<file path="config.mk">
export PLATFORM = sky130hd
export DESIGN_NAME = antenna_driver_control
export DESIGN_NICKNAME = d
export VERILOG_FILES = /design/src/antenna_driver_pkg.sv /design/src/antenna_driver_control.sv
export VERILOG_INCLUDE_DIRS = /design/src
export SDC_FILE = /design/constraint.sdc
export NUM_CORES = 1
export LEC_CHECK = 0
export BUFFER_PORTS_ARGS = -buffer_cell sky130_fd_sc_hd__buf_2
export CAP_MARGIN = 0
export CORE_UTILIZATION = 45
export DETAILED_ROUTE_END_ITERATION = 6
export PLACE_DENSITY = 0.71
export SLEW_MARGIN = 20
export SYNTH_ARGS = -nofsm -noshare
export SYNTH_HDL_FRONTEND = slang
export SYNTH_SLANG_ARGS = --single-unit
</file>
<file path="constraint.sdc">
create_clock -name clk -period 5.88 [get_ports clk]
set_input_delay 0.882 -clock clk [delete_from_list [all_inputs] [get_ports clk]]
set_output_delay 0.882 -clock clk [all_outputs]
set_load 0.02 [all_outputs]
</file>
<file path="src/antenna_driver_cfg.svh">
// Register map, reset values, read masks and timing figures for the antenna driver block.
// Assumes a 100 MHz system clock and a Wishbone slave with word-aligned registers.
`ifndef ANTENNA_DRIVER_CFG_SVH
`define ANTENNA_DRIVER_CFG_SVH
`define CLK_PERIOD_NS 10
`define IDX_DRV_OUT_CTRL 8'h14
`define IDX_DRV_AUTO_CTRL 8'h15
`define IDX_DRV_SRC_SEL 8'h16
`define ADR_DRV_OUT_CTRL 8'h50
`define ADR_DRV_AUTO_CTRL 8'h54
`define ADR_DRV_SRC_SEL 8'h58
`define RST_DRV_OUT_CTRL 8'h80
`define RST_DRV_AUTO_CTRL 8'h00
`define RST_DRV_SRC_SEL 8'h10
`define CTRL_RD_MASK 8'hfb
`define AUTO_RD_MASK 8'hef
`define SEL_RD_MASK 8'h3f
`define T_ADT_NS 60000
`define T_IDT_NS 300000
`define T_RFW_NS 5000
`define ADT_CYCLES ((`T_ADT_NS + `CLK_PERIOD_NS - 1) / `CLK_PERIOD_NS)
`define IDT_CYCLES ((`T_IDT_NS + `CLK_PERIOD_NS - 1) / `CLK_PERIOD_NS)
`define RFW_CYCLES ((`T_RFW_NS + `CLK_PERIOD_NS - 1) / `CLK_PERIOD_NS)
`endif

</file>
<file path="src/antenna_driver_pkg.sv">
// Types shared by the antenna driver control block: register layouts, pin carrier, states.
// Assumes nothing beyond a SystemVerilog compiler.
package antenna_driver_pkg;
	typedef struct packed {
		logic drv_b_invert_when_on;
		logic drv_a_invert_when_on;
		logic drv_b_invert_when_off;
		logic drv_a_invert_when_off;
		logic drv_b_continuous_wave;
		logic field_check_guard;
		logic drv_b_enable;
		logic drv_a_enable;
	} out_ctrl_s;
	typedef struct packed {
		logic auto_driver_off;
		logic force_full_ask;
		logic field_wake_enable;
		logic reserved;
		logic collision_avoid_enable;
		logic initial_field_check;
		logic drv_b_auto_enable;
		logic drv_a_auto_enable;
	} auto_ctrl_s;
	typedef struct packed {
		logic [1:0] reserved;
		logic [1:0] driver_source_field;
		logic [3:0] signal_out_source_field;
	} src_sel_s;
	typedef struct packed {
		logic lvl;
		logic oe;
	} pin_s;
	typedef enum logic [1:0] {
		SRC_TRISTATE = 2'h0,
		SRC_CODER = 2'h1,
		SRC_ENV_PIN = 2'h2,
		SRC_HIGH = 2'h3
	} drv_src_e;
	typedef enum logic [3:0] {
		SIG_TRISTATE = 4'h0,
		SIG_LOW = 4'h1,
		SIG_HIGH = 4'h2,
		SIG_CODER = 4'h4,
		SIG_SERIAL = 4'h5
	} sig_src_e;
	typedef enum logic [1:0] {
		AUTO_IDLE = 2'b00,
		AUTO_WAIT_OFF = 2'b01,
		AUTO_ACTIVE_DLY = 2'b11,
		AUTO_INIT_DLY = 2'b10
	} auto_state_e;
endpackage

</file>
<file path="src/antenna_driver_control.sv">
// Antenna driver control: three Wishbone registers steer the two antenna drivers, the signal
// output pin, automatic switch-on with collision avoidance, auto switch-off and field wake-up.
// Assumes all data inputs are synchronous to clk except field_detected, which is synchronised.
//
// Local design decision: register access over Wishbone.
`timescale 1ns/100ps
`include "antenna_driver_cfg.svh"

module antenna_driver_control
	import antenna_driver_pkg::*;
#(
	parameter int ADT_CYC = `ADT_CYCLES,
	parameter int IDT_CYC = `IDT_CYCLES,
	parameter int RFW_CYC = `RFW_CYCLES,
	parameter int CNT_W = 20,
	parameter int COND_W = 6
) (
	// Clock and reset.
	input wire logic clk,
	input wire logic arst_n,
	// Wishbone slave.
	input wire logic wb_cyc_i,
	input wire logic wb_stb_i,
	input wire logic wb_we_i,
	input wire logic [7:0] wb_adr_i,
	input wire logic [3:0] wb_sel_i,
	input wire logic [31:0] wb_dat_i,
	output logic [31:0] wb_dat_o,
	output logic wb_ack_o,
	// Transmitter and analog inputs.
	input wire logic carrier,
	input wire logic coder_envelope,
	input wire logic tx_serial_data,
	input wire logic tx_last_bit_done,
	input wire logic envelope_input_pin,
	input wire logic field_detected,
	input wire logic soft_power_down,
	input wire logic [COND_W-1:0] modulation_conductance_setting,
	// Pins and status towards the analog part and power control.
	output pin_s antenna_driver_a_pin,
	output pin_s antenna_driver_b_pin,
	output pin_s signal_output_pin,
	output logic full_ask_select,
	output logic [COND_W-1:0] conductance_out,
	output logic wake_request,
	output logic collision_avoid_active,
	output logic [1:0] random_slot
);
	out_ctrl_s ctrl_q, ctrl_d;
	auto_ctrl_s auto_q, auto_d;
	src_sel_s sel_q, sel_d;
	auto_state_e state_q, state_d;
	logic [CNT_W-1:0] cnt_q, cnt_d;
	logic [1:0] slot_q, slot_d;
	logic [7:0] lfsr_q;
	logic ack_q;
	logic [31:0] rdat_q, rdat_d;
	logic [1:0] field_sync_q;
	logic wake_q;
	logic full_ask_q;
	logic [COND_W-1:0] cond_q;
	logic [1:0] drv_lvl_q, drv_oe_q;
	logic sig_lvl_q, sig_oe_q, sig_lvl_d, sig_oe_d;
	logic fire;

	// Bus decode. A write takes effect at the edge where the master sees ack.
	wire field = field_sync_q[1];
	wire bus_req = wb_cyc_i & wb_stb_i;
	wire take = bus_req & ~ack_q;
	wire wr_lane = bus_req & ack_q & wb_we_i & wb_sel_i[0];
	wire hit_ctrl = (wb_adr_i == `ADR_DRV_OUT_CTRL);
	wire hit_auto = (wb_adr_i == `ADR_DRV_AUTO_CTRL);
	wire hit_sel = (wb_adr_i == `ADR_DRV_SRC_SEL);
	wire wr_ctrl = wr_lane & hit_ctrl;
	wire wr_auto = wr_lane & hit_auto;
	wire wr_sel = wr_lane & hit_sel;
	wire out_ctrl_s wctrl = wb_dat_i[7:0];
	wire [7:0] rd_byte = hit_ctrl ? (ctrl_q & `CTRL_RD_MASK) :
		hit_auto ? (auto_q & `AUTO_RD_MASK) :
		hit_sel ? (sel_q & `SEL_RD_MASK) : 8'h00;
	assign rdat_d = take ? {24'h000000, rd_byte} : rdat_q;

	// The field-check guard only stops enables rising; clearing is always allowed.
	wire guard = wctrl.field_check_guard & field;
	wire [1:0] wen = {wctrl.drv_b_enable, wctrl.drv_a_enable};
	wire [1:0] cur_en = {ctrl_q.drv_b_enable, ctrl_q.drv_a_enable};
	wire [1:0] sw_en = guard ? (wen & cur_en) : wen;
	wire auto_off_hit = auto_q.auto_driver_off & tx_last_bit_done;
	wire [1:0] auto_en = {auto_q.drv_b_auto_enable, auto_q.drv_a_auto_enable};
	wire any_auto = |auto_en;
	wire [1:0] en_after_off = auto_off_hit ? 2'b00 : cur_en;
	wire [1:0] en_after_sw = wr_ctrl ? sw_en : en_after_off;
	wire [1:0] en_next = fire ? (en_after_sw | auto_en) : en_after_sw;

	always_comb begin
		ctrl_d = wr_ctrl ? wctrl : ctrl_q;
		ctrl_d.field_check_guard = 1'b0;
		ctrl_d.drv_b_enable = en_next[1];
		ctrl_d.drv_a_enable = en_next[0];
	end

	// Hardware clears the initial check on switch-on; a software write in the same cycle wins.
	always_comb begin
		auto_d = auto_q;
		if (fire) begin
			auto_d.initial_field_check = 1'b0;
		end
		if (wr_auto) begin
			auto_d = wb_dat_i[7:0];
		end
		auto_d.reserved = 1'b0;
	end

	always_comb begin
		sel_d = wr_sel ? src_sel_s'(wb_dat_i[7:0]) : sel_q;
		sel_d.reserved = 2'b00;
	end

	// Automatic switch-on. The active delay is stretched by n wait slots under collision
	// avoidance, so that two initiators seeing the same field drop do not collide.
	wire [CNT_W-1:0] adt_end = CNT_W'(ADT_CYC - 1);
	wire [CNT_W-1:0] slot_ext = CNT_W'(RFW_CYC) * CNT_W'(slot_q);
	wire [CNT_W-1:0] active_end = auto_q.collision_avoid_enable ? (adt_end + slot_ext) : adt_end;
	wire [CNT_W-1:0] init_end = CNT_W'(IDT_CYC - 1);
	wire [CNT_W-1:0] cnt_inc = cnt_q + CNT_W'(1);

	always_comb begin
		state_d = state_q;
		cnt_d = cnt_q;
		slot_d = slot_q;
		fire = 1'b0;
		case (state_q)
			AUTO_IDLE: begin
				cnt_d = '0;
				if (any_auto && field) begin
					state_d = AUTO_WAIT_OFF;
				end else if (any_auto && auto_q.initial_field_check) begin
					state_d = AUTO_INIT_DLY;
				end
			end
			AUTO_INIT_DLY: begin
				cnt_d = cnt_inc;
				if (!any_auto || !auto_q.initial_field_check) begin
					state_d = AUTO_IDLE;
				end else if (field) begin
					state_d = AUTO_WAIT_OFF;
				end else if (cnt_q >= init_end) begin
					fire = 1'b1;
					state_d = AUTO_IDLE;
				end
			end
			AUTO_WAIT_OFF: begin
				cnt_d = '0;
				if (!any_auto) begin
					state_d = AUTO_IDLE;
				end else if (!field) begin
					slot_d = lfsr_q[1:0];
					state_d = AUTO_ACTIVE_DLY;
				end
			end
			AUTO_ACTIVE_DLY: begin
				cnt_d = cnt_inc;
				if (!any_auto) begin
					state_d = AUTO_IDLE;
				end else if (field) begin
					state_d = AUTO_WAIT_OFF;
				end else if (cnt_q >= active_end) begin
					fire = 1'b1;
					state_d = AUTO_IDLE;
				end
			end
			default: begin
				state_d = AUTO_IDLE;
			end
		endcase
	end

	// Driver source and pin levels.
	wire drv_src_e src = drv_src_e'(sel_q.driver_source_field);
	wire src_lvl = (src == SRC_CODER) ? coder_envelope :
		(src == SRC_ENV_PIN) ? envelope_input_pin :
		(src == SRC_HIGH);
	wire [1:0] inv_on = {ctrl_q.drv_b_invert_when_on, ctrl_q.drv_a_invert_when_on};
	wire [1:0] inv_off = {ctrl_q.drv_b_invert_when_off, ctrl_q.drv_a_invert_when_off};
	wire [1:0] cw = {ctrl_q.drv_b_continuous_wave, 1'b0};
	// Soft power-down does not touch the enables; only the tristate source floats the drivers.
	wire drv_oe_d = (src != SRC_TRISTATE);
	logic [1:0] drv_lvl_d;

	for (genvar i = 0; i < 2; i++) begin : g_drv
		wire on_lvl = carrier & (cw[i] | src_lvl);
		assign drv_lvl_d[i] = cur_en[i] ? (on_lvl ^ inv_on[i]) : inv_off[i];
	end

	always_comb begin
		sig_lvl_d = 1'b0;
		sig_oe_d = 1'b1;
		case (sig_src_e'(sel_q.signal_out_source_field))
			SIG_TRISTATE: sig_oe_d = 1'b0;
			SIG_LOW: sig_lvl_d = 1'b0;
			SIG_HIGH: sig_lvl_d = 1'b1;
			SIG_CODER: sig_lvl_d = coder_envelope;
			SIG_SERIAL: sig_lvl_d = tx_serial_data;
			default: sig_oe_d = 1'b0;
		endcase
	end

	wire wake_d = auto_q.field_wake_enable & soft_power_down & field;
	wire [COND_W-1:0] cond_d = auto_q.force_full_ask ? '0 : modulation_conductance_setting;
	wire [7:0] lfsr_d = {lfsr_q[6:0], lfsr_q[7] ^ lfsr_q[5] ^ lfsr_q[4] ^ lfsr_q[3]};

	always_ff @(posedge clk or negedge arst_n) begin
		if (!arst_n) begin
			ctrl_q <= `RST_DRV_OUT_CTRL;
			auto_q <= `RST_DRV_AUTO_CTRL;
			sel_q <= `RST_DRV_SRC_SEL;
			ack_q <= 1'b0;
			rdat_q <= 32'h00000000;
		end else begin
			ctrl_q <= ctrl_d;
			auto_q <= auto_d;
			sel_q <= sel_d;
			ack_q <= take;
			rdat_q <= rdat_d;
		end
	end

	always_ff @(posedge clk or negedge arst_n) begin
		if (!arst_n) begin
			state_q <= AUTO_IDLE;
			cnt_q <= '0;
			slot_q <= 2'h0;
			lfsr_q <= 8'h01;
			field_sync_q <= 2'b00;
		end else begin
			state_q <= state_d;
			cnt_q <= cnt_d;
			slot_q <= slot_d;
			lfsr_q <= lfsr_d;
			field_sync_q <= {field_sync_q[0], field_detected};
		end
	end

	always_ff @(posedge clk or negedge arst_n) begin
		if (!arst_n) begin
			drv_lvl_q <= 2'b00;
			drv_oe_q <= 2'b00;
			sig_lvl_q <= 1'b0;
			sig_oe_q <= 1'b0;
			wake_q <= 1'b0;
			full_ask_q <= 1'b0;
			cond_q <= '0;
		end else begin
			drv_lvl_q <= drv_lvl_d;
			drv_oe_q <= {drv_oe_d, drv_oe_d};
			sig_lvl_q <= sig_lvl_d;
			sig_oe_q <= sig_oe_d;
			wake_q <= wake_d;
			full_ask_q <= auto_q.force_full_ask;
			cond_q <= cond_d;
		end
	end

	assign wb_ack_o = ack_q;
	assign wb_dat_o = rdat_q;
	assign antenna_driver_a_pin = '{lvl: drv_lvl_q[0], oe: drv_oe_q[0]};
	assign antenna_driver_b_pin = '{lvl: drv_lvl_q[1], oe: drv_oe_q[1]};
	assign signal_output_pin = '{lvl: sig_lvl_q, oe: sig_oe_q};
	assign full_ask_select = full_ask_q;
	assign conductance_out = cond_q;
	assign wake_request = wake_q;
	assign collision_avoid_active = auto_q.collision_avoid_enable;
	assign random_slot = slot_q;
endmodule

</file>
==> results_dict.tcl <==
set metrics [dict create \
    status "complete, no violations" \
    die_w_um 94.83 \
    top_level_ports 112 \
    grt-ovfl-total 0 \
    ys_ff_latch 76 \
    cts-root-buf "clkbuf_8" \
    syn-instance-count 364 \
    coreArea_um2 8258 \
    cts_tree "done" \
    startpoint "random_slot[0]$_DFFE_PN0P_" \
    htreeDepth 3 \
    cts_buffer_depth 2 \
    wl_per_cell_um 13.90 \
    crit_type "register to register" \
    slowest_delay_ns 0.43 \
    hold_path.class "register to register" \
    synth_flop_cell "dfrtp_1" \
    power.density_nw_per_um2 218.3 \
    synthAdderAreaFrac_pct 5.163 \
    crit_chain "inv_1, ha_1, inv_1, ha_1, nand2b_1, ha_1, a41oi_1, o21ai_0, o211ai_1, o221ai_1, o2bb2ai_1" \
    hp-start "field_sync_q[0]$_DFF_PN0_" \
    fin_crit_ns 2.580 \
    dieArea_um2 8992 \
    grt_pass1_wl_um 12010 \
    crit_family "compound AO/OA/AOI/OAI gates" \
    io_buffers 60 \
    cts_resized 0 \
    r2r_slack_ns 3.30 \
    n_fill_cell 752 \
    p_total_uw 949.4 \
    mostFrequentLayoutCell "dfrtp_1" \
    grt_use_total_pct 17.39 \
    totalWireLength_um 7434 \
    synth-edff-count 0 \
    clk_latency_ns 0.35 \
    synthMuxAreaShare_pct 7.551 \
    max_freq_mhz 387.6 \
    dr.pass1.iters 4 \
    fin_crit_sh_pct 43.88 \
    grt_pass1_vias 2529 \
    antenna_found_initial 0 \
    synth-seq-area-share_pct 49.14 \
    synthArstFlopShare_pct 100.0 \
    synthSimpleGateAreaFrac_pct 19.43 \
    clock_sinks 76 \
    synth_top_family_by_area "simple AND/OR/NAND/NOR gates" \
    arrival_ns 2.81 \
    synth_area_um2 3877 \
    finalSetupTns_ns 0 \
    ant_nets 0 \
    rsz0062_at_grt "no" \
    yosysTopAreaCell "dfrtp_1" \
    ys_types 47 \
    rows 33 \
    r2r-start "random_slot[0]$_DFFE_PN0P_" \
    cp_max_fo 5 \
    numCtsBuffers 9 \
    clock_skew_ns 0.01060 \
    dr.first_iter.drc_count 126 \
    synth_top_area_share_pct 47.11 \
    finalNetCount 503 \
    vias 2731 \
    synth_compound_area_share_pct 6.712 \
    yosys_warnings 0 \
    cpMaxStageDelayCell "dfrtp_1" \
    mostFrequentLayoutCells "73 x dfrtp_1, 59 x buf_2, 33 x nand2_1, 24 x and2_1, 24 x conb_1" \
    cts_setup_buffers 0 \
    cp.required_ns 6.11 \
    ir_drop_mv 0.1192 \
    crit_top_cell "ha_1" \
    setup_viol 0 \
    initial_utilization_pct 46.95 \
    worst_slew_pin_slew_ns 0.9333 \
    finalMaxSlewViolations 0 \
    synth.avg_cell_area_um2 10.65 \
    die-height_um 94.83 \
    grt_start_max_net_pins 77 \
    hold_buffers 0 \
    end_kind "register" \
    gp_congestion 0.8341 \
    viasPerCell 5.105 \
    layout-drive-gt1-share_pct 24.42 \
    dpl.hpwl_um 5344 \
    final_hold_viol_count 0 \
    synth_xor_area_share_pct 5.195 \
    syn_to_final_growth_pct 12.17 \
    diodes 0 \
    relSlewSlack_pct 37.78 \
    max-cap-violations 0 \
    netlist_top_cells_area "dfrtp_1 47%, buf_4 5.2%, mux2_2 5.2%" \
    clkSlewWorstSetupHoldPaths_ns 0.08 \
    cp_num_buf_inv 2 \
    power_leakage_nw 2.198 \
    cp-start-kind "register" \
    post-route-drc-count 0 \
]
==> state kept, by name, indices dropped and copies added, names as in the netlist, 2 cells and up <==
register / cells
auto_en: 2
auto_q: 4
cnt_q: 20
conductance_out: 6
ctrl_q: 7
drv_lvl_q: 2
field_sync_q: 2
lfsr_q: 8
random_slot: 2
sel_q: 4
src: 2
state_q: 2
wb_dat_o: 8
==> cell type report <==
| cell class | count | area (µm²) | area share (%) |
|---|---|---|---|
| well taps | 105 | 131.4 | 3.021 |
| flip-flops and latches | 76 | 1906 | 43.81 |
| clock inverters | 6 | 47.55 | 1.093 |
| multi-input cells | 271 | 1798 | 41.34 |
| repair buffers | 60 | 302.8 | 6.962 |
| clock buffers | 10 | 137.6 | 3.165 |
| inverters | 7 | 26.28 | 0.6041 |
==> synth_stat cells, drive strengths merged, types with 2 or more instances <==
cell type / instances
a21boi: 4
xnor2: 14
nand3: 16
and3: 4
nand2: 33
mux2i: 9
and2: 24
o21ai: 15
o2bb2ai: 2
dfrtp: 73
nand4: 3
nor2b: 8
buf: 29
dfstp: 3
nand4b: 3
nor2: 23
nor4: 4
xor2: 9
o22ai: 2
nor3: 6
or3: 2
inv: 7
or2: 2
mux2: 18
a21oi: 12
o31ai: 2
ha: 16
clkbuf: 4
nand2b: 5
==> power by group <==
group | switching [mW] | internal, mW
combinational | 0.0397 | 0.0141
sequential | 0.00196 | 0.526
clock | 0.200 | 0.168
==> path summary, 6_finish.rpt <==
kind	endpoint	cells after the start
setup reg to reg	ctrl_q[1]$_DFF_PN0_	11
max in group asynchronous	random_slot[1]$_DFFE_PN0P_	1
min in group asynchronous	cnt_q[8]$_DFF_PN0_	1
hold / removal	field_sync_q[1]$_DFF_PN0_	0
setup / recovery	ctrl_q[1]$_DFF_PN0_	11
hold reg to reg	field_sync_q[1]$_DFF_PN0_	0
==> logic make-up after synthesis <==
logic type               Yosys count
multiplexers                      27
AO/OA/AOI/OAI                     43
XOR/XNOR                          23
other                              1
AND/OR/NAND/NOR                  138
flip-flops                        76
buffers and inverters             40
adder cells (fa/ha/maj)           16
==> through the flow <==
step / cell area (µm²) / setup WS [ns] / hold slack [ns] / cells / utilization (%)
CTS: 4349 / 3.315 / 0.3524 / 535 / 52.67
floorplan: 3964 / 3.511 / 0.3312 / 387 / -
global placement: 4164 / 3.354 / 0.3331 / 519 / 50.42
global route: 4349 / 3.107 / 0.3691 / 535 / 52.67
detailed placement: 4164 / 3.321 / 0.3347 / 519 / 50.42
finish: 4349 / 3.300 / 0.3511 / 535 / 52.67
==> metal layers <==
metal	wire length, µm	GRT usage (%)	vias up
li1	-	-	1319
met3	365	3.382	8
met2	3451	26.32	72
met5	0	0	-
met1	3504	24.59	1332
met4	112	6.566	0
(Power assumes the default switching activity.)
